`src/ppb_regs.svh`:
```
// timing counts, frame layout and fixed patterns of the burst transceiver
`ifndef PPB_REGS_SVH
`define PPB_REGS_SVH
// ----------------------------------------
// clock and rates
// ----------------------------------------
`define PPB_CLK_HZ    200000000
`define PPB_CLK_NS    5
`define PPB_BIT_HZ    384000
`define PPB_DCL_HZ    1536000
`define PPB_GUARD_NS  5200
`define PPB_WAKE_US   500
`define PPB_FRM_SLOTS 192
// ----------------------------------------
// frame layout
// ----------------------------------------
`define PPB_FRM_BITS  38
`define PPB_M_IDX     37
`define PPB_SCR_LIM   5'h1f
// ----------------------------------------
// fixed info patterns, first bit in msb
// ----------------------------------------
`define PPB_WAKE_PAT  38'h0444557c00
`define PPB_WAKE_LEN  6'h24
`define PPB_SYNC_PAT  38'h04444aaafc
`define PPB_SYNC_LEN  6'h25
`define PPB_T1_PAT    38'h2000000000
`define PPB_T1_LEN    6'h09
`endif

```
`src/ppb_pkg.sv`:
```
// types shared by the burst transceiver
package ppb_pkg;
   // upstream info selection
   typedef enum logic [2:0] {
      INFO_SILENT = 3'h0,
      INFO_WAKE   = 3'h1,
      INFO_SYNC   = 3'h2,
      INFO_DATA   = 3'h3,
      SINGLE_PULSE_TEST     = 3'h4,
      CONTINUOUS_PULSE_TEST     = 3'h5
   } info_t;
   // transmit sequencer
   typedef enum logic [1:0] {
      TX_IDLE  = 2'h0,
      TX_GUARD = 2'h1,
      TX_SEND  = 2'h2
   } tx_state_t;
   // receive framer
   typedef enum logic [1:0] {
      RX_HUNT = 2'h0,
      RX_BITS = 2'h1,
      RX_TAIL = 2'h2
   } rx_state_t;
endpackage : ppb_pkg

```
`src/ping_pong_burst_transceiver.sv`:
```
// terminal-side burst framer, line coder, scrambler and highway clocks
`timescale 1ns/10ps
`include "ppb_regs.svh"

module ping_pong_burst_transceiver #(
   parameter int WAKE_CYC  = `PPB_WAKE_US * 1000 / `PPB_CLK_NS,
   parameter int LOCK_SLOT = 0
) (
   // clock and reset
   input  wire logic           clk_in,
   input  wire logic           rst_n_in,
   // mode controls
   input  wire ppb_pkg::info_t info_sel_in,
   input  wire logic           activated_in,
   input  wire logic           terminal_repeater_mode_in,
   input  wire logic           t_mapping_select_in,
   input  wire logic           bus_accessed_flag_in,
   // upstream user data
   input  wire logic [15:0]    tx_b1_in,
   input  wire logic [15:0]    tx_b2_in,
   input  wire logic [3:0]     tx_d_in,
   input  wire logic           tx_service_in,
   // line comparators and drivers
   input  wire logic           rx_pos_in,
   input  wire logic           rx_neg_in,
   output logic                line_pos_out,
   output logic                line_neg_out,
   // downstream user data
   output logic [15:0]         rx_b1_out,
   output logic [15:0]         rx_b2_out,
   output logic [3:0]          rx_d_out,
   output logic                rx_valid_out,
   output logic                rx_service_out,
   output logic                rx_stop_go_out,
   output logic                rx_avail_busy_out,
   output logic                rx_lead_cv_out,
   // highway clocks
   output logic                frame_sync_out,
   output logic                dcl_out,
   output logic                bit_clk_out
);
   // ----------------------------------------
   // derived counts
   // ----------------------------------------
   localparam int BIT_CYC   = `PPB_CLK_HZ / `PPB_BIT_HZ;
   localparam int GUARD_CYC = (`PPB_GUARD_NS + `PPB_CLK_NS - 1) / `PPB_CLK_NS;
   localparam int DCL_HALF  = `PPB_CLK_HZ / (2 * `PPB_DCL_HZ);

   // B-channel bit positions inside a frame
   function automatic logic b_pos(input logic [5:0] i);
      b_pos = (i >= 6'h01 && i <= 6'h10) || (i >= 6'h13 && i <= 6'h22);
   endfunction : b_pos

   // self-synchronising scrambler step, same formula both ways;
   // supervision looks at line history only so both ends agree
   function automatic logic [5:0] scr(input logic b, input logic [7:0] h,
                                      input logic [4:0] c);
      logic       p;
      logic       inv;
      logic [4:0] n;
      p   = (h[0] == h[7]);
      inv = p && (c == `PPB_SCR_LIM);
      n   = (p && !inv) ? c + 5'h01 : 5'h00;
      scr = {b ^ h[5] ^ h[6] ^ inv, n};
   endfunction : scr

   // ----------------------------------------
   // reset release
   // ----------------------------------------
   logic [1:0] rst_q;  // release shift
   logic       rst_n;  // synchronised reset
   always_ff @(posedge clk_in or negedge rst_n_in) begin
      if (!rst_n_in) rst_q <= 2'h0;
      else           rst_q <= {rst_q[0], 1'b1};
   end
   assign rst_n = rst_q[1];

   // ----------------------------------------
   // receive framer
   // ----------------------------------------
   ppb_pkg::rx_state_t rx_st_q, rx_st_d;
   logic [10:0] rx_ph_q, rx_ph_d;      // sample phase, internal 384 kHz
   logic [5:0]  rx_idx_q, rx_idx_d;    // bit index in frame
   logic [37:0] rx_w_q, rx_w_d;        // descrambled frame bits
   logic [7:0]  rx_h_q, rx_h_d;        // line history of B bits
   logic [4:0]  rx_c_q, rx_c_d;        // supervision count
   logic        rx_lp_q, rx_lp_d;      // polarity of last mark
   logic        rx_lh_q, rx_lh_d;      // a mark has been seen
   logic        rx_fcv_q, rx_fcv_d;    // violation on lead bit
   logic [1:0]  rx_sf_q, rx_sf_d;      // superframe position
   logic        m_tick_q, m_tick_d;    // M-bit sampled
   logic        cv_tick_q, cv_tick_d;  // violation sampled
   logic [15:0] b1_q, b1_d, b2_q, b2_d;
   logic [3:0]  d_q, d_d;
   logic        val_q, val_d, svc_q, svc_d, sg_q, sg_d, ab_q, ab_d;
   logic        lcv_q, lcv_d;

   // sampling, violation check, field decode
   always_comb begin
      logic       mk;
      logic       cv;
      logic       bit_v;
      logic [5:0] s;
      logic [37:0] fw;
      logic [1:0] cur;
      rx_st_d = rx_st_q; rx_ph_d = rx_ph_q; rx_idx_d = rx_idx_q;
      rx_w_d = rx_w_q; rx_h_d = rx_h_q; rx_c_d = rx_c_q;
      rx_lp_d = rx_lp_q; rx_lh_d = rx_lh_q; rx_fcv_d = rx_fcv_q;
      rx_sf_d = rx_sf_q; b1_d = b1_q; b2_d = b2_q; d_d = d_q;
      svc_d = svc_q; sg_d = sg_q; ab_d = ab_q; lcv_d = lcv_q;
      m_tick_d = 1'b0; cv_tick_d = 1'b0; val_d = 1'b0;
      mk = rx_pos_in | rx_neg_in;
      cv = mk && rx_lh_q && (rx_pos_in == rx_lp_q);
      bit_v = mk; s = 6'h00; fw = 38'h0; cur = 2'h0;
      case (rx_st_q)
         ppb_pkg::RX_HUNT: begin
            // lead bit is always a mark, so the first pulse opens the frame
            if (mk) begin
               rx_st_d  = ppb_pkg::RX_BITS;
               rx_ph_d  = 11'(BIT_CYC / 4);
               rx_idx_d = 6'h00;
            end
         end
         ppb_pkg::RX_BITS: begin
            if (rx_ph_q != 11'h000) begin
               rx_ph_d = rx_ph_q - 11'h001;
            end else begin
               rx_ph_d   = 11'(BIT_CYC - 1);
               cv_tick_d = cv;
               if (mk) begin
                  rx_lp_d = rx_pos_in;
                  rx_lh_d = 1'b1;
               end
               if (rx_idx_q == 6'h00) rx_fcv_d = cv;
               if (b_pos(rx_idx_q)) begin
                  s      = scr(mk, rx_h_q, rx_c_q);
                  bit_v  = s[5];
                  rx_c_d = s[4:0];
                  rx_h_d = {rx_h_q[6:0], mk};
               end
               rx_w_d   = {rx_w_q[36:0], bit_v};
               rx_idx_d = rx_idx_q + 6'h01;
               if (rx_idx_q == 6'(`PPB_M_IDX)) begin
                  fw       = {rx_w_q[36:0], bit_v};
                  m_tick_d = 1'b1;
                  val_d    = 1'b1;
                  lcv_d    = rx_fcv_q;
                  cur      = cv ? 2'h0 : rx_sf_q + 2'h1;
                  rx_sf_d  = cur;
                  if (cur == 2'h2) svc_d = bit_v;
                  if (cur == 2'h1 || cur == 2'h3) begin
                     ab_d = t_mapping_select_in ? bit_v : 1'b1;
                     sg_d = t_mapping_select_in ? 1'b1 : !bit_v;
                  end
                  // user data only while activated, else all ones
                  b1_d = activated_in ? {fw[36:29], fw[18:11]} : 16'hffff;
                  b2_d = activated_in ? {fw[28:21], fw[10:3]} : 16'hffff;
                  d_d  = activated_in ? {fw[20:19], fw[2:1]} : 4'hf;
                  // skip a possible balancing bit before hunting again
                  rx_st_d = ppb_pkg::RX_TAIL;
                  rx_ph_d = 11'(3 * BIT_CYC);
               end
            end
         end
         default: begin
            if (rx_ph_q != 11'h000) rx_ph_d = rx_ph_q - 11'h001;
            else rx_st_d = ppb_pkg::RX_HUNT;
         end
      endcase
   end

   // receive registers
   always_ff @(posedge clk_in or negedge rst_n) begin
      if (!rst_n) begin
         rx_st_q <= ppb_pkg::RX_HUNT; rx_ph_q <= 11'h000; rx_idx_q <= 6'h00;
         rx_w_q <= 38'h0; rx_h_q <= 8'h00; rx_c_q <= 5'h00;
         rx_lp_q <= 1'b0; rx_lh_q <= 1'b0; rx_fcv_q <= 1'b0; rx_sf_q <= 2'h0;
         m_tick_q <= 1'b0; cv_tick_q <= 1'b0;
         b1_q <= 16'hffff; b2_q <= 16'hffff; d_q <= 4'hf;
         val_q <= 1'b0; svc_q <= 1'b1; sg_q <= 1'b1; ab_q <= 1'b1;
         lcv_q <= 1'b0;
      end else begin
         rx_st_q <= rx_st_d; rx_ph_q <= rx_ph_d; rx_idx_q <= rx_idx_d;
         rx_w_q <= rx_w_d; rx_h_q <= rx_h_d; rx_c_q <= rx_c_d;
         rx_lp_q <= rx_lp_d; rx_lh_q <= rx_lh_d; rx_fcv_q <= rx_fcv_d;
         rx_sf_q <= rx_sf_d; m_tick_q <= m_tick_d; cv_tick_q <= cv_tick_d;
         b1_q <= b1_d; b2_q <= b2_d; d_q <= d_d;
         val_q <= val_d; svc_q <= svc_d; sg_q <= sg_d; ab_q <= ab_d;
         lcv_q <= lcv_d;
      end
   end

   // ----------------------------------------
   // transmit sequencer and line coder
   // ----------------------------------------
   ppb_pkg::tx_state_t tx_st_q, tx_st_d;
   logic [9:0]  tx_div_q, tx_div_d;   // bit divider
   logic [10:0] tx_gd_q, tx_gd_d;     // guard count
   logic [16:0] tx_wk_q, tx_wk_d;     // half burst rate timer
   logic [37:0] tx_w_q, tx_w_d;       // frame being shifted
   logic [5:0]  tx_idx_q, tx_idx_d, tx_len_q, tx_len_d;
   logic        tx_fcv_q, tx_fcv_d, tx_mcv_q, tx_mcv_d, tx_scr_q, tx_scr_d;
   logic [7:0]  tx_h_q, tx_h_d;
   logic [4:0]  tx_c_q, tx_c_d;
   logic        tx_pol_q, tx_pol_d, tx_mk_q, tx_mk_d;
   logic [1:0]  tx_sf_q, tx_sf_d;     // upstream superframe position
   logic        lp_q, lp_d, ln_q, ln_d;

   // burst start, bit shift, AMI polarity
   always_comb begin
      logic        tick;
      logic        wk;
      logic        b;
      logic        cv;
      logic        m;
      logic        pw;
      logic [5:0]  s;
      ppb_pkg::info_t inf;
      tx_st_d = tx_st_q; tx_gd_d = tx_gd_q; tx_w_d = tx_w_q;
      tx_idx_d = tx_idx_q; tx_len_d = tx_len_q; tx_fcv_d = tx_fcv_q;
      tx_mcv_d = tx_mcv_q; tx_scr_d = tx_scr_q; tx_h_d = tx_h_q;
      tx_c_d = tx_c_q; tx_pol_d = tx_pol_q; tx_mk_d = tx_mk_q;
      tx_sf_d = tx_sf_q;
      inf  = info_sel_in;
      tick = (tx_div_q == 10'h000);
      // pulse window leaves out the tick cycle, so a mark never leaks into the next bit
      pw   = !tick && (tx_div_q < 10'(BIT_CYC / 2));
      tx_div_d = (tx_div_q == 10'(BIT_CYC - 1)) ? 10'h000 : tx_div_q + 10'h001;
      // free timer for the asynchronous half-rate infos
      wk = (tx_wk_q == 17'h00000);
      tx_wk_d = wk ? 17'(WAKE_CYC - 1) : tx_wk_q - 17'h00001;
      b = 1'b0; cv = 1'b0; s = 6'h00; m = 1'b0;
      // superframe M value: violation mark, T, service, T
      case (tx_sf_q)
         2'h0:    m = 1'b1;
         2'h2:    m = tx_service_in;
         default: m = !bus_accessed_flag_in;
      endcase
      case (tx_st_q)
         ppb_pkg::TX_IDLE: begin
            tx_mk_d = 1'b0;
            // silent info starts nothing
            if ((inf == ppb_pkg::INFO_DATA || inf == ppb_pkg::INFO_SYNC) && m_tick_q) begin
               tx_st_d = ppb_pkg::TX_GUARD;
               tx_gd_d = 11'(GUARD_CYC - 1);
            end else if ((inf == ppb_pkg::INFO_WAKE || inf == ppb_pkg::SINGLE_PULSE_TEST) && wk) begin
               tx_st_d = ppb_pkg::TX_SEND;
               tx_div_d = 10'h000;
            end else if (inf == ppb_pkg::CONTINUOUS_PULSE_TEST) begin
               tx_st_d = ppb_pkg::TX_SEND;
               tx_div_d = 10'h000;
            end
            tx_idx_d = 6'h00;
            tx_scr_d = (inf == ppb_pkg::INFO_DATA);
            tx_mcv_d = (inf == ppb_pkg::INFO_DATA) && (tx_sf_q == 2'h0);
            tx_fcv_d = (inf == ppb_pkg::INFO_WAKE) || (inf == ppb_pkg::INFO_SYNC);
            // frame contents chosen per info; no balancing bit ever
            case (inf)
               ppb_pkg::INFO_DATA: begin
                  tx_w_d = {1'b1, tx_b1_in[15:8], tx_b2_in[15:8], tx_d_in[3:2],
                            tx_b1_in[7:0], tx_b2_in[7:0], tx_d_in[1:0], m};
                  tx_len_d = 6'(`PPB_FRM_BITS);
               end
               ppb_pkg::INFO_WAKE: begin
                  tx_w_d = `PPB_WAKE_PAT;
                  tx_len_d = `PPB_WAKE_LEN;
               end
               ppb_pkg::INFO_SYNC: begin
                  tx_w_d = `PPB_SYNC_PAT | 38'(m);
                  tx_len_d = `PPB_SYNC_LEN;
               end
               ppb_pkg::SINGLE_PULSE_TEST: begin
                  tx_w_d = `PPB_T1_PAT;
                  tx_len_d = `PPB_T1_LEN;
               end
               default: begin
                  tx_w_d = {38{1'b1}};
                  tx_len_d = 6'(`PPB_FRM_BITS);
               end
            endcase
         end
         ppb_pkg::TX_GUARD: begin
            // line clears before our burst goes out
            if (tx_gd_q != 11'h000) begin
               tx_gd_d = tx_gd_q - 11'h001;
            end else begin
               tx_st_d  = ppb_pkg::TX_SEND;
               tx_div_d = 10'h000;
            end
         end
         default: begin
            if (tick) begin
               if (tx_idx_q < tx_len_q) begin
                  b = tx_w_q[37];
                  if (tx_scr_q && b_pos(tx_idx_q)) begin
                     s      = scr(b, tx_h_q, tx_c_q);
                     b      = s[5];
                     tx_c_d = s[4:0];
                     tx_h_d = {tx_h_q[6:0], s[5]};
                  end
                  cv = (tx_idx_q == 6'h00 && tx_fcv_q)
                     || (tx_idx_q == 6'(`PPB_M_IDX) && tx_mcv_q);
                  // violation repeats the last polarity
                  if (b && !cv) tx_pol_d = !tx_pol_q;
                  tx_mk_d  = b;
                  tx_w_d   = {tx_w_q[36:0], 1'b0};
                  tx_idx_d = tx_idx_q + 6'h01;
               end else if (info_sel_in == ppb_pkg::CONTINUOUS_PULSE_TEST) begin
                  // continuous pulses: refill and keep going
                  tx_w_d   = {{37{1'b1}}, 1'b0};
                  tx_idx_d = 6'h01;
                  tx_mk_d  = 1'b1;
                  tx_pol_d = !tx_pol_q;
               end else begin
                  tx_st_d = ppb_pkg::TX_IDLE;
                  tx_mk_d = 1'b0;
                  if (tx_scr_q) tx_sf_d = tx_sf_q + 2'h1;
               end
            end
         end
      endcase
      // half-width pulse in the first half of the bit
      lp_d = tx_mk_q && tx_pol_q && pw;
      ln_d = tx_mk_q && !tx_pol_q && pw;
   end

   // transmit registers
   always_ff @(posedge clk_in or negedge rst_n) begin
      if (!rst_n) begin
         tx_st_q <= ppb_pkg::TX_IDLE; tx_div_q <= 10'h000; tx_gd_q <= 11'h000;
         tx_wk_q <= 17'h00000; tx_w_q <= 38'h0; tx_idx_q <= 6'h00;
         tx_len_q <= 6'h00; tx_fcv_q <= 1'b0; tx_mcv_q <= 1'b0;
         tx_scr_q <= 1'b0; tx_h_q <= 8'h00; tx_c_q <= 5'h00;
         tx_pol_q <= 1'b0; tx_mk_q <= 1'b0; tx_sf_q <= 2'h0;
         lp_q <= 1'b0; ln_q <= 1'b0;
      end else begin
         tx_st_q <= tx_st_d; tx_div_q <= tx_div_d; tx_gd_q <= tx_gd_d;
         tx_wk_q <= tx_wk_d; tx_w_q <= tx_w_d; tx_idx_q <= tx_idx_d;
         tx_len_q <= tx_len_d; tx_fcv_q <= tx_fcv_d; tx_mcv_q <= tx_mcv_d;
         tx_scr_q <= tx_scr_d; tx_h_q <= tx_h_d; tx_c_q <= tx_c_d;
         tx_pol_q <= tx_pol_d; tx_mk_q <= tx_mk_d; tx_sf_q <= tx_sf_d;
         lp_q <= lp_d; ln_q <= ln_d;
      end
   end

   // ----------------------------------------
   // highway clocks
   // ----------------------------------------
   logic [6:0] hc_q, hc_d;      // half period of double-bit clock
   logic       dcl_q, dcl_d, bc_q, bc_d, fs_q, fs_d;
   logic [7:0] slot_q, slot_d;  // double-bit clock periods in frame
   logic       sp_q, sp_d;      // short sync pending
   logic       sn_q, sn_d;      // this frame uses short sync

   // divider, frame counter, phase snap on M-bit
   always_comb begin
      hc_d = hc_q; dcl_d = dcl_q; bc_d = bc_q; slot_d = slot_q;
      sn_d = sn_q;
      sp_d = sp_q;
      if (hc_q == 7'(DCL_HALF - 1)) begin
         hc_d  = 7'h00;
         dcl_d = !dcl_q;
         if (!dcl_q) begin
            bc_d   = !bc_q;
            slot_d = (slot_q == 8'(`PPB_FRM_SLOTS - 1)) ? 8'h00 : slot_q + 8'h01;
            if (slot_d == 8'h00) begin
               // only frames that open during a line frame carry the mark
               sn_d = sp_q && (rx_st_q == ppb_pkg::RX_BITS);
               if (sn_d) sp_d = 1'b0;
            end
         end
      end else begin
         hc_d = hc_q + 7'h01;
      end
      // crude lock: snapping the phase may cut one clock short
      if (m_tick_q) begin
         hc_d = 7'h00; dcl_d = 1'b0; bc_d = 1'b0;
         slot_d = 8'(LOCK_SLOT);
      end
      if (cv_tick_q) sp_d = 1'b1;
      fs_d = (slot_d == 8'h00) || (slot_d == 8'h01 && !sn_d);
   end

   // highway registers
   always_ff @(posedge clk_in or negedge rst_n) begin
      if (!rst_n) begin
         hc_q <= 7'h00; dcl_q <= 1'b0; bc_q <= 1'b0; fs_q <= 1'b0;
         slot_q <= 8'h00; sp_q <= 1'b0; sn_q <= 1'b0;
      end else begin
         hc_q <= hc_d; dcl_q <= dcl_d; bc_q <= bc_d; fs_q <= fs_d;
         slot_q <= slot_d; sp_q <= sp_d; sn_q <= sn_d;
      end
   end

   // ----------------------------------------
   // outputs, all from flip-flops
   // ----------------------------------------
   assign line_pos_out      = lp_q;
   assign line_neg_out      = ln_q;
   assign rx_b1_out         = b1_q;
   assign rx_b2_out         = b2_q;
   assign rx_d_out          = d_q;
   assign rx_valid_out      = val_q;
   assign rx_service_out    = svc_q;
   assign rx_stop_go_out    = sg_q;
   assign rx_avail_busy_out = ab_q;
   assign rx_lead_cv_out    = lcv_q;
   assign frame_sync_out    = fs_q;
   assign dcl_out           = dcl_q;
   assign bit_clk_out       = bc_q;
endmodule : ping_pong_burst_transceiver

```
`config.mk`:
```
export PLATFORM = sky130hd
export DESIGN_NAME = ping_pong_burst_transceiver
export DESIGN_NICKNAME = d
export VERILOG_FILES = /design/src/ppb_pkg.sv /design/src/ping_pong_burst_transceiver.sv
export VERILOG_INCLUDE_DIRS = /design/src
export SDC_FILE = /design/constraint.sdc
export NUM_CORES = 1
export LEC_CHECK = 0
export ABC_CLOCK_PERIOD_IN_PS = 7200
export BUFFER_PORTS_ARGS = -buffer_cell sky130_fd_sc_hd__buf_2
export CORE_AREA = 2 2 152 154
export DETAILED_ROUTE_END_ITERATION = 6
export DIE_AREA = 0 0 154 156
export HOLD_SLACK_MARGIN = 0.15
export PLACE_DENSITY = 0.81
export SYNTH_ARGS = -nofsm -noshare
export SYNTH_HDL_FRONTEND = slang
export SYNTH_SLANG_ARGS = --single-unit
```
`constraint.sdc`:
```
create_clock -name clk_in -period 7.2 [get_ports clk_in]
set_input_delay 0.36 -clock clk_in [delete_from_list [all_inputs] [get_ports clk_in]]
set_output_delay 0.36 -clock clk_in [all_outputs]
set_load 0.01 [all_outputs]
```
Word-level counts from Yosys, hierarchy flattened

Index checks and enable logic that the tools add are counted.

Flip-flop bits (word level): 249
Input port bits: 48
Output and inout bits: 46
Word-level logic and storage cells: 285

Add/subtract/negate cells: 12
Magnitude comparators: 10
Eq/ne operators: 35
Mux-type cells: 88
Bitwise operators: 12
Reduce and logical (&&, ||, !) cells: 84

Operator list:

| operator                                            | count |
|---|---|
| case mux 38 bit (4 select lines)                    | 1 |
| two-way mux 38 bit                                  | 3 |
| case mux 38 bit (2 select lines)                    | 1 |
| two-way mux 11 bit                                  | 6 |
| two-way mux 10 bit                                  | 5 |
| case mux 11 bit (2 select lines)                    | 2 |
| two-way mux 1 bit                                   | 33 |
| two-way mux 16 bit                                  | 2 |
| two-way mux 8 bit                                   | 4 |
| two-way mux 6 bit                                   | 5 |
| logical AND 1 bit                                   | 24 |
| two-way mux 2 bit                                   | 12 |
| case mux 6 bit (2 select lines)                     | 2 |
| AND reduction 4 bit                                 | 6 |
| nonzero test 11 bit                                 | 2 |
| subtractor 11 x 1 -> 11 bit (second input constant) | 2 |
| AND reduction 3 bit                                 | 7 |
| case mux 10 bit (2 select lines)                    | 1 |
| case mux 6 bit (3 select lines)                     | 1 |
| zero test 17 bit                                    | 1 |
| two-way mux 17 bit                                  | 1 |
| subtractor 17 x 1 -> 17 bit (second input constant) | 1 |
| zero test 8 bit                                     | 2 |
| != test 2 bit (second input constant)               | 8 |
| 45 further kinds                                    | 109 |

Longest topological paths before layout

Gate-level depths: netlist of the first run.

Word-level depth: 11
Gate-level depth with buffers: 10
Depth with buffers taken out: 8

Worst setup path after synthesis of the first run

OpenSTA, ideal clock, no wires.

Path type: reg-to-reg
From: reg rx_ph_q[6]
To: reg rx_c_q[1]
Setup time: 0.117 ns
Arrival: 2.100 ns
Data required time: 7.083 ns
Path slack: 4.983 ns
Cell stages (with the launch flop): 8
Path buffers: 2
Clock period less this slack: 2.217 ns
Path through: dfrtp_1 > or4_4 > or4_4 > or2_0 > buf_2 > buf_6 > nand2_1 > nand2_1

Longest elaborated chain between the ends: 3

Ends and longest elaborated chain:

| element                              | RTL line                           | RTL |
|---|---|---|
| start: declaration                   | ping_pong_burst_transceiver.sv:82  | `logic [10:0] rx_ph_q, rx_ph_d;` |
| start signal: assignment             | ping_pong_burst_transceiver.sv:183 | `rx_st_q <= rx_st_d; rx_ph_q <= rx_ph_d; rx_idx_q <= rx_idx_d;` |
| nonzero test 11 bit                  | ping_pong_burst_transceiver.sv:125 | `if (rx_ph_q != 11'h000) begin` |
| inverter 1 bit (no source line)      | --                                 |  |
| AND reduction 3 bit (no source line) | --                                 |  |
| end signal: assignment               | ping_pong_burst_transceiver.sv:184 | `rx_w_q <= rx_w_d; rx_h_q <= rx_h_d; rx_c_q <= rx_c_d;` |
| end: declaration                     | ping_pong_burst_transceiver.sv:86  | `logic [4:0] rx_c_q, rx_c_d;` |

No other way between the ends.
A chain may end at the register's enable or synchronous reset.

Worst setup path in the final report of the first run

From: reg tx_div_q[0]
To: reg tx_c_q[0]

Longest elaborated chain between the ends: 2

Ends and longest elaborated chain:

| element                              | RTL line                           | RTL |
|---|---|---|
| start: declaration                   | ping_pong_burst_transceiver.sv:197 | `logic [9:0] tx_div_q, tx_div_d;` |
| start signal: assignment             | ping_pong_burst_transceiver.sv:337 | `tx_st_q <= tx_st_d; tx_div_q <= tx_div_d; tx_gd_q <= tx_gd_d;` |
| zero test 10 bit                     | ping_pong_burst_transceiver.sv:225 | `tick = (tx_div_q == 10'h000);` |
| AND reduction 4 bit (no source line) | --                                 |  |
| end signal: assignment               | ping_pong_burst_transceiver.sv:340 | `tx_scr_q <= tx_scr_d; tx_h_q <= tx_h_d; tx_c_q <= tx_c_d;` |
| end: declaration                     | ping_pong_burst_transceiver.sv:204 | `logic [4:0] tx_c_q, tx_c_d;` |

No other way between the ends.

==> results.json, run 1 <==
{
  "hold_ws_ns": 0.1678,
  "synth_area_leader_cell": "dfrtp_1",
  "syn_inst": 1259,
  "cp_slowest_cell": "nor3_1",
  "status": "completed",
  "period_share_pct": 42.30,
  "cp_cell_sequence": "inv_1 > ha_1 > or4b_1 > nor4_2 > nand3_1 > nor3_1 > nand2_1 > o21ai_0",
  "peakVddDrop_mv": 0.1925,
  "rows": 55,
  "core_area_um2": 22370,
  "grt_start_max_net_pins": 80,
  "seq_area_frac_synth_pct": 52.61,
  "slew-limit-headroom_pct": 21.46,
  "io_buffer_count": 92,
  "setup.worst_path.end_class": "flop",
  "die_area_um2": 24020,
  "met3_usage_pct": 3.528,
  "grtUsageMet2_pct": 36.39,
  "areaGrowthSynthToFinish_pct": 15.22,
  "vias_per_cell": 5.753,
  "total_power_uw": 2939,
  "cap_violations": 0,
  "yosysUniqueCellTypes": 73,
  "reg2reg_slack_ns": 4.15,
  "synth-seq-cells": 247,
  "critPathLaunch": "tx_div_q[0]",
  "setup_viol": 0,
  "clk_latency_ns": 0.54,
  "post_cts_buffers": 0,
  "synth.top_cell.area_share_pct": 43.96,
  "grt.total_usage_pct": 21.79,
  "ys_warn_count": 0,
  "postRouteAntennaNets": 0,
  "numCtsBuffers": 27,
  "place_area_um2": 12450,
  "worstSetupEndpoint": "tx_c_q[0]",
  "setup_tns_ns": 0,
  "grt_pass1_vias": 9343,
  "gr-total-overflow": 0,
  "path_buf_inv": 1,
  "start_kind": "flop",
  "clock-sinks": 247,
  "p_leak_uw": 0.006192,
  "ctsHoldBuffers": 29,
  "reg2reg_from": "tx_div_q[0]",
  "root_buffer": "clkbuf_16",
  "fin_nets": 1429,
  "busiest_layer": "met2",
  "clock_path_buffers": 3,
  "cts_tree": "done",
  "cts_resized": 0,
  "fin_skew_ns": 0.01074,
  "drive_above_1_share_pct": 15.13,
  "fp.dieW_um": 154,
  "async_reset_ff_share_pct": 100.0,
  "grt_antenna_before_repair": 1,
  "synth.area.top_cells": "dfrtp_1 44%, dfstp_2 8.7%, nand2_1 5.0%",
  "start_util_pct": 52.95,
  "reg2reg_to": "tx_c_q[0]",
  "hold_viol_final": 0,
  "path_class": "reg2reg",
  "cp_top_family": "simple AND/OR/NAND/NOR gates",
  "synth_area_per_cell_um2": 9.405,
  "hold_path_class": "in2reg",
  "min_period_ns": 3.046,
  "drc": 0,
  "htreeDepth": 1,
  "cp_data_arrival_time_ns": 3.48,
  "first_iter_violations": 795,
  "vias": 9556,
  "synth_most_common_cell": "dfrtp_1",
  "die_height_um": 156,
  "max_freq_mhz": 328.3,
  "place_congestion": 0.8713,
  "seq_area_um2": 6233,
  "cp.depth": 8,
  "critPathRequiredTime_ns": 7.64,
  "rr_worst_depth": 8,
  "routedWlPerCell_um": 15.54,
  "synthFlopType": "dfrtp_1",
  "crit_path_max_fanout": 12,
  "finish.instance_area_um2": 13640,
  "drt_wl_total_um": 25820,
  "slowest_delay_ns": 0.98,
  "worst_pin_slew_ns": 1.169,
  "rsz0062_at_grt": "false",
  "synth_nets": 1334,
  "drtPass1Iterations": 5,
  "n_fill_cell": 1811,
  "netlist_area_um2": 11840,
  "p_per_area_nw_per_um2": 215.4,
  "multi_input_area_um2": 5046,
  "worstHoldPathCells": 3,
  "grtUsageMet1_pct": 29.75,
  "dp_hpwl_um": 16030,
  "clkTransAtPathRegs_ns": 0.06,
  "num_io_pins": 94,
  "drv_slew": 0,
  "final_util_pct": 61.00,
  "synth_common_cells": "208 x dfrtp_1, 159 x nand2_1, 157 x nor2_1, 73 x nand3_1, 69 x o21ai_0",
  "grt_pass1_wl_um": 44410,
  "synth_edf_count": 0
}
==> where the power goes <==
group | internal [µW] | total, µW | switching (µW)
Combinational | 51.0 | 117 | 66.2
Sequential | 1410 | 1450 | 35.7
Clock | 796 | 1370 | 578
Total | 2260 | 2940 | 679
==> how the worst min path moves through the flow <==
stage                     start          to  slack [ns]
finish              tx_b2_in[8]  tx_w_q[21]        0.17
global route        tx_b2_in[1]   tx_w_q[4]        0.17
CTS                 tx_b2_in[0]   tx_w_q[3]        0.15
detailed placement     rst_n_in    rst_q[0]        0.15
global placement       rst_n_in    rst_q[0]        0.15
floorplan              rst_n_in    rst_q[0]        0.06
==> cell usage in the layout, fill, tap and decap left out, drive strengths merged, types with 5 or more instances in the layout <==
| master | instances |
|---|---|
| and2 | 9 |
| o31ai | 42 |
| nor2 | 158 |
| inv | 69 |
| nand2 | 159 |
| dfstp | 39 |
| nor3 | 18 |
| dlygate4sd3 | 29 |
| a21oi | 62 |
| a31oi | 43 |
| dfrtp | 208 |
| nand4 | 9 |
| and3 | 12 |
| o211ai | 5 |
| nor2b | 18 |
| a21o | 6 |
| nand3 | 73 |
| buf | 105 |
| xor2 | 17 |
| nand2b | 7 |
| mux2i | 10 |
| or3 | 7 |
| o21ai | 75 |
| nor4 | 12 |
| or4 | 8 |
| clkbuf | 37 |
| clkinv | 8 |
| ha | 27 |
| nand4b | 5 |
| xnor2 | 33 |
==> worst register-to-register path, stage by stage, from the launching register on <==
cell     delay, ns
dfrtp_1       0.40
inv_1         0.07
ha_1          0.14
or4b_1        0.46
nor4_2        0.24
nand3_1       0.21
nor3_1        0.98
nand2_1       0.18
o21ai_0       0.26
==> registers in the layout, indices dropped and copies added, names as in the netlist, 4 cells and up <==
name / flops
tx_c_q: 5
slot_q: 8
rx_d_out: 4
tx_wk_q: 17
tx_gd_q: 11
hc_q: 7
tx_h_q: 8
rx_idx_q: 6
tx_len_q: 4
rx_ph_q: 11
tx_div_q: 10
rx_c_q: 5
tx_w_q: 38
rx_b2_out: 16
tx_idx_q: 6
rx_b1_out: 16
rx_h_q: 8
rx_w_q: 36
==> through the flow <==
step           worst slack (ns)  cells
2_1_floorplan             3.182   1259
3_3_place_gp              4.243   1581
3_5_place_dp              4.207   1581
4_1_cts                   4.114   1660
5_1_grt                   3.896   1661
6_report                  4.154   1661
==> kinds of logic after synthesis <==
logic type	synth area share, %
AND/OR/NAND/NOR	20.90
AO/OA/AOI/OAI	14.02
flip-flops	52.61
buffers and inverters	4.850
XOR/XNOR	3.698
adder cells (fa/ha/maj)	2.853
multiplexers	1.036
other	0.03167
==> area by class of cell <==
class	count	share of cell area, %
diodes	1	0.01834
clock buffers	37	5.668
clock inverters	13	0.9354
inverters	68	1.871
multi-input cells	876	36.99
flip-flops and latches	247	45.69
well taps	285	2.614
repair buffers	134	6.218
==> metal layers <==
metal | wire length (µm) | vias up | share of wire [%]
li1 | - | 4528 | -
met1 | 11310 | 4706 | 44
met2 | 12580 | 259 | 49
met3 | 1324 | 63 | 5.1
met4 | 606 | 0 | 2.3
met5 | 0 | - | 0
Note: power is estimated with default switching activity, not from simulation.
==> run 2: changes to the inputs <==
- ABC_CLOCK_PERIOD_IN_PS: 7200 -> 3100
- CORE_AREA: 2 2 152 154 -> 2 2 150 152
- DIE_AREA: 0 0 154 156 -> 0 0 152 154
- PLACE_DENSITY: 0.81 -> 0.79
- clock period: 7.2 -> 3.1 ns (I/O delays scaled with it)
==> results.json, run 2 (synthesis results as in run 1) <==
{
  "max_freq_mhz": 378.7,
  "crit_path_max_fanout": 13,
  "path_class": "reg2reg",
  "clkTransAtPathRegs_ns": 0.06,
  "drt_wl_total_um": 26410,
  "core_area_um2": 21690,
  "drc": 0,
  "grt_antenna_before_repair": 4,
  "worstHoldPathCells": 5,
  "post_cts_buffers": 0,
  "p_leak_uw": 0.006310,
  "clock-sinks": 247,
  "hold_viol_final": 0,
  "gr-total-overflow": 0,
  "drv_slew": 0,
  "dp_hpwl_um": 16060,
  "start_kind": "flop",
  "period_share_pct": 85.17,
  "largest_reg_flops": 38,
  "critPathRequiredTime_ns": 3.50,
  "drtPass1Iterations": 5,
  "setup.worst_path.end_class": "flop",
  "routedWlPerCell_um": 15.75,
  "drive_above_1_share_pct": 14.86,
  "rows": 54,
  "setup_ws_ns": 0.4596,
  "regMostFlops": "tx_w_q",
  "n_fill_cell": 1708,
  "num_io_pins": 94,
  "top_regs": "tx_w_q (38), rx_w_q (36), tx_wk_q (17)",
  "p_per_area_nw_per_um2": 498.0,
  "first_iter_violations": 653,
  "final_cell_mix": "207 x dfrtp_1, 159 x nand2_1, 157 x nor2_1, 92 x buf_2, 73 x nand3_1",
  "dp_cells": 1580,
  "numCtsBuffers": 27,
  "cap_violations": 0,
  "root_buffer": "clkbuf_16",
  "htreeDepth": 1,
  "finish.instance_area_um2": 13920,
  "final_util_pct": 64.17,
  "grt.total_usage_pct": 22.44,
  "die_height_um": 154,
  "layout_commonest_cell": "dfrtp_1",
  "place_congestion": 0.8471,
  "postRouteAntennaNets": 0,
  "hold_path_class": "in2reg",
  "vias": 9629,
  "areaGrowthSynthToFinish_pct": 17.53,
  "grt_pass1_wl_um": 44940,
  "cts_resized": 0,
  "setup_tns_ns": 0,
  "rr_worst_depth": 8,
  "fp.dieW_um": 152,
  "grt_pass1_vias": 9269,
  "place_area_um2": 12540,
  "setup_viol": 0,
  "pre_cts_ws_ns": 0.4683,
  "reg2reg_slack_ns": 0.46,
  "fin_cells": 1677,
  "worst_pin_slew_ns": 0.9148,
  "rsz0062_at_grt": "false",
  "start_util_pct": 54.60,
  "fin_nets": 1450,
  "io_buffer_count": 92,
  "min_period_ns": 2.640,
  "cts_tree": "done",
  "vias_per_cell": 5.742,
  "cp_data_arrival_time_ns": 3.04,
  "fin_skew_ns": 0.01897,
  "clk_latency_ns": 0.53,
  "grt_start_max_net_pins": 92,
  "peakVddDrop_mv": 0.4729,
  "status": "completed",
  "slew-limit-headroom_pct": 38.37,
  "die_area_um2": 23410,
  "clock_path_buffers": 3
}
-- run 2: final cells by class --
| type | instances | area (µm²) | share of cell area, % |
|---|---|---|---|
| sequential | 247 | 6233 | 44.79 |
| multi-input combinational | 876 | 5046 | 36.26 |
| timing repair buffer | 155 | 1111 | 7.983 |
| clock buffer | 40 | 794.5 | 5.709 |
| tap | 280 | 350.3 | 2.517 |
| inverter | 68 | 255.2 | 1.834 |
| clock inverter | 7 | 116.4 | 0.8361 |
| antenna | 4 | 10.01 | 0.07192 |
-- run 2: final timing paths --
| path | from | endpoint |
|---|---|---|
| min in group asynchronous | rst_q[1] | rx_ph_q[4] |
| hold / removal | info_sel_in[1] | tx_fcv_q |
| setup / recovery | tx_div_q[0] | tx_c_q[2] |
| setup reg to reg | tx_div_q[0] | tx_c_q[2] |
| max in group asynchronous | rst_q[1] | tx_w_q[4] |
| hold reg to reg | rst_q[1] | rx_ph_q[4] |
-- run 2: critical path, cell delays in order, from the launching register on --
cell	delay (ns)
dfrtp_1	0.41
inv_1	0.07
ha_1	0.16
or4b_1	0.46
nor4_2	0.26
nand3_1	0.21
or3_1	0.62
o21ai_0	0.24
o21ai_0	0.10
-- run 2: per-layer routing --
layer | GRT usage, % | part of all wire [%]
met1 | 29.98 | 43
met5 | 0 | 0
met3 | 4.763 | 5.6
met2 | 36.36 | 48
met4 | 8.411 | 3.6
-- run 2: what timing repair did --
action	4_1_cts	5_1_grt
endpoints found under the setup margin	0	0
endpoints found under the hold margin	50	0
hold buffers	46	0
-- run 2: power by group --
| group | internal [µW] | switching, µW |
|---|---|---|
| Sequential | 3280 | 69.0 |
| Combinational | 138 | 173 |
| Clock | 2010 | 1260 |
-- run 2: metrics by stage --
stage	total power, µW	hold slack (ns)
after floorplan	3567	-0.1406
after global placement	3660	-0.05804
after detailed placement	3669	-0.05804
after CTS	6996	0.1517
after global routing	7176	0.1985
final	6931	0.1640
==> run 3: changes to the inputs <==
- ABC_CLOCK_PERIOD_IN_PS: 3100 -> 3300
- CORE_AREA: 2 2 150 152 -> 2 2 173 133
- DIE_AREA: 0 0 152 154 -> 0 0 175 135
- clock period: 3.1 -> 3.3 ns (I/O delays scaled with it)
==> results.json, run 3 (synthesis results as in run 1) <==
{
  "grt.total_usage_pct": 22.98,
  "postRouteAntennaNets": 0,
  "total_power_uw": 6277,
  "clk_latency_ns": 0.53,
  "setup_viol": 0,
  "drt_wl_total_um": 27000,
  "first_iter_violations": 903,
  "vias": 9620,
  "peakVddDrop_mv": 0.4059,
  "max_freq_mhz": 360.4,
  "worst_pin_slew_ns": 0.9565,
  "gr-total-overflow": 0,
  "post_cts_buffers": 0,
  "num_io_pins": 94,
  "io_buffer_count": 92,
  "final_cell_mix": "207 x dfrtp_1, 159 x nand2_1, 157 x nor2_1, 92 x buf_2, 73 x nand3_1",
  "path_class": "reg2reg",
  "grt_antenna_before_repair": 0,
  "clock_path_buffers": 3,
  "reg2reg_slack_ns": 0.53,
  "fin_skew_ns": 0.01486,
  "grt_pass1_vias": 9352,
  "place_congestion": 0.8563,
  "die_height_um": 135,
  "setup_tns_ns": 0,
  "layout_commonest_cell": "dfrtp_1",
  "clkTransAtPathRegs_ns": 0.06,
  "fin_nets": 1447,
  "grt_pass1_wl_um": 45280,
  "critPathRequiredTime_ns": 3.74,
  "routedWlPerCell_um": 16.03,
  "start_kind": "flop",
  "min_period_ns": 2.775,
  "slew-limit-headroom_pct": 35.56,
  "areaGrowthSynthToFinish_pct": 16.97,
  "grt_start_max_net_pins": 85,
  "hold_viol_final": 0,
  "rsz0062_at_grt": "false",
  "regMostFlops": "tx_w_q",
  "vias_per_cell": 5.713,
  "p_per_area_nw_per_um2": 453.2,
  "drtPass1Iterations": 6,
  "drc": 0,
  "pre_cts_ws_ns": 0.6118,
  "diodes": 0,
  "final_util_pct": 63.49,
  "start_util_pct": 54.28,
  "top_regs": "tx_w_q (38), rx_w_q (36), tx_wk_q (17)",
  "die_area_um2": 23630,
  "cap_violations": 0,
  "cp_data_arrival_time_ns": 3.21,
  "setup.worst_path.end_class": "flop",
  "hold_path_class": "in2reg",
  "fp.dieW_um": 175,
  "crit_path_max_fanout": 42,
  "largest_reg_flops": 38,
  "status": "completed",
  "dp_hpwl_um": 16900,
  "drive_above_1_share_pct": 14.68,
  "drv_slew": 0,
  "period_share_pct": 84.09,
  "cts_tree": "done",
  "setup_ws_ns": 0.5251,
  "p_leak_uw": 0.006270,
  "rows": 47,
  "numCtsBuffers": 24,
  "htreeDepth": 1,
  "fin_cells": 1684,
  "dp_cells": 1593,
  "core_area_um2": 21820,
  "root_buffer": "clkbuf_16",
  "clock-sinks": 247
}
-- run 3: changes by cell type in the layout (fill, tap and decap cells not counted), sizes merged --
cell,delta
buf,-1
inv,-1
dlygate4sd3,+1
clkbuf,-1
bufinv,-2
diode,-4
clkinv,+1
-- run 3: final timing paths --
check | start | to | cells past startpoint
max reg2reg | tx_idx_q[3] | tx_c_q[0] | 9
min | activated_in | rx_b1_out[10] | 2
max | tx_idx_q[3] | tx_c_q[0] | 9
min reg2reg | rst_q[0] | rst_q[1] | 0
min in group asynchronous | rst_q[1] | rx_ph_q[10] | 0
max in group asynchronous | rst_q[1] | rx_b2_out[11] | 1
-- run 3: cell type report --
| type | instances | area, µm² |
|---|---|---|
| clock buffer | 39 | 757.0 |
| clock inverter | 5 | 77.57 |
| fill | 1743 | 7966 |
| inverter | 68 | 255.2 |
| multi-input combinational | 876 | 5046 |
| sequential | 247 | 6233 |
| tap | 294 | 367.9 |
| timing repair buffer | 155 | 1114 |
-- run 3: critical path: stages (launching register included) --
cell and delay, ns:
dfrtp_1 0.49, ha_1 0.36, a211o_1 0.25, a21oi_1 0.28, o211ai_1 0.16, buf_4 0.30, nor3_1 0.32, buf_4 0.24
nand2_1 0.08, o21ai_0 0.19
-- run 3: where the power goes --
part	leakage [µW]	internal (µW)	switching, µW
Clock	0.000407	1660	1170
Combinational	0.00318	130	158
Sequential	0.00269	3080	77.3
-- run 3: metrics by stage --
stage               hold WS (ns)  cell area (µm²)
global placement        -0.05010            12550
CTS                       0.2069            13850
detailed placement      -0.04853            12550
floorplan                -0.1306            11850
finish                    0.2138            13850
global route              0.2302            13850
-- run 3: metal layers --
| metal | track usage, % | vias to the layer above | routed length [µm] |
|---|---|---|---|
| met5 | 0 | - | 0 |
| met4 | 8.056 | 0 | 872 |
| met3 | 4.561 | 82 | 1534 |
| met2 | 37.09 | 313 | 12690 |
| met1 | 31.30 | 4653 | 11900 |
| li1 | - | 4572 | - |
-- run 3: timing repair --
item	CTS	global route
hold buffers	47	0
gates resized for setup	0	0
hold endpoints to repair	51	0
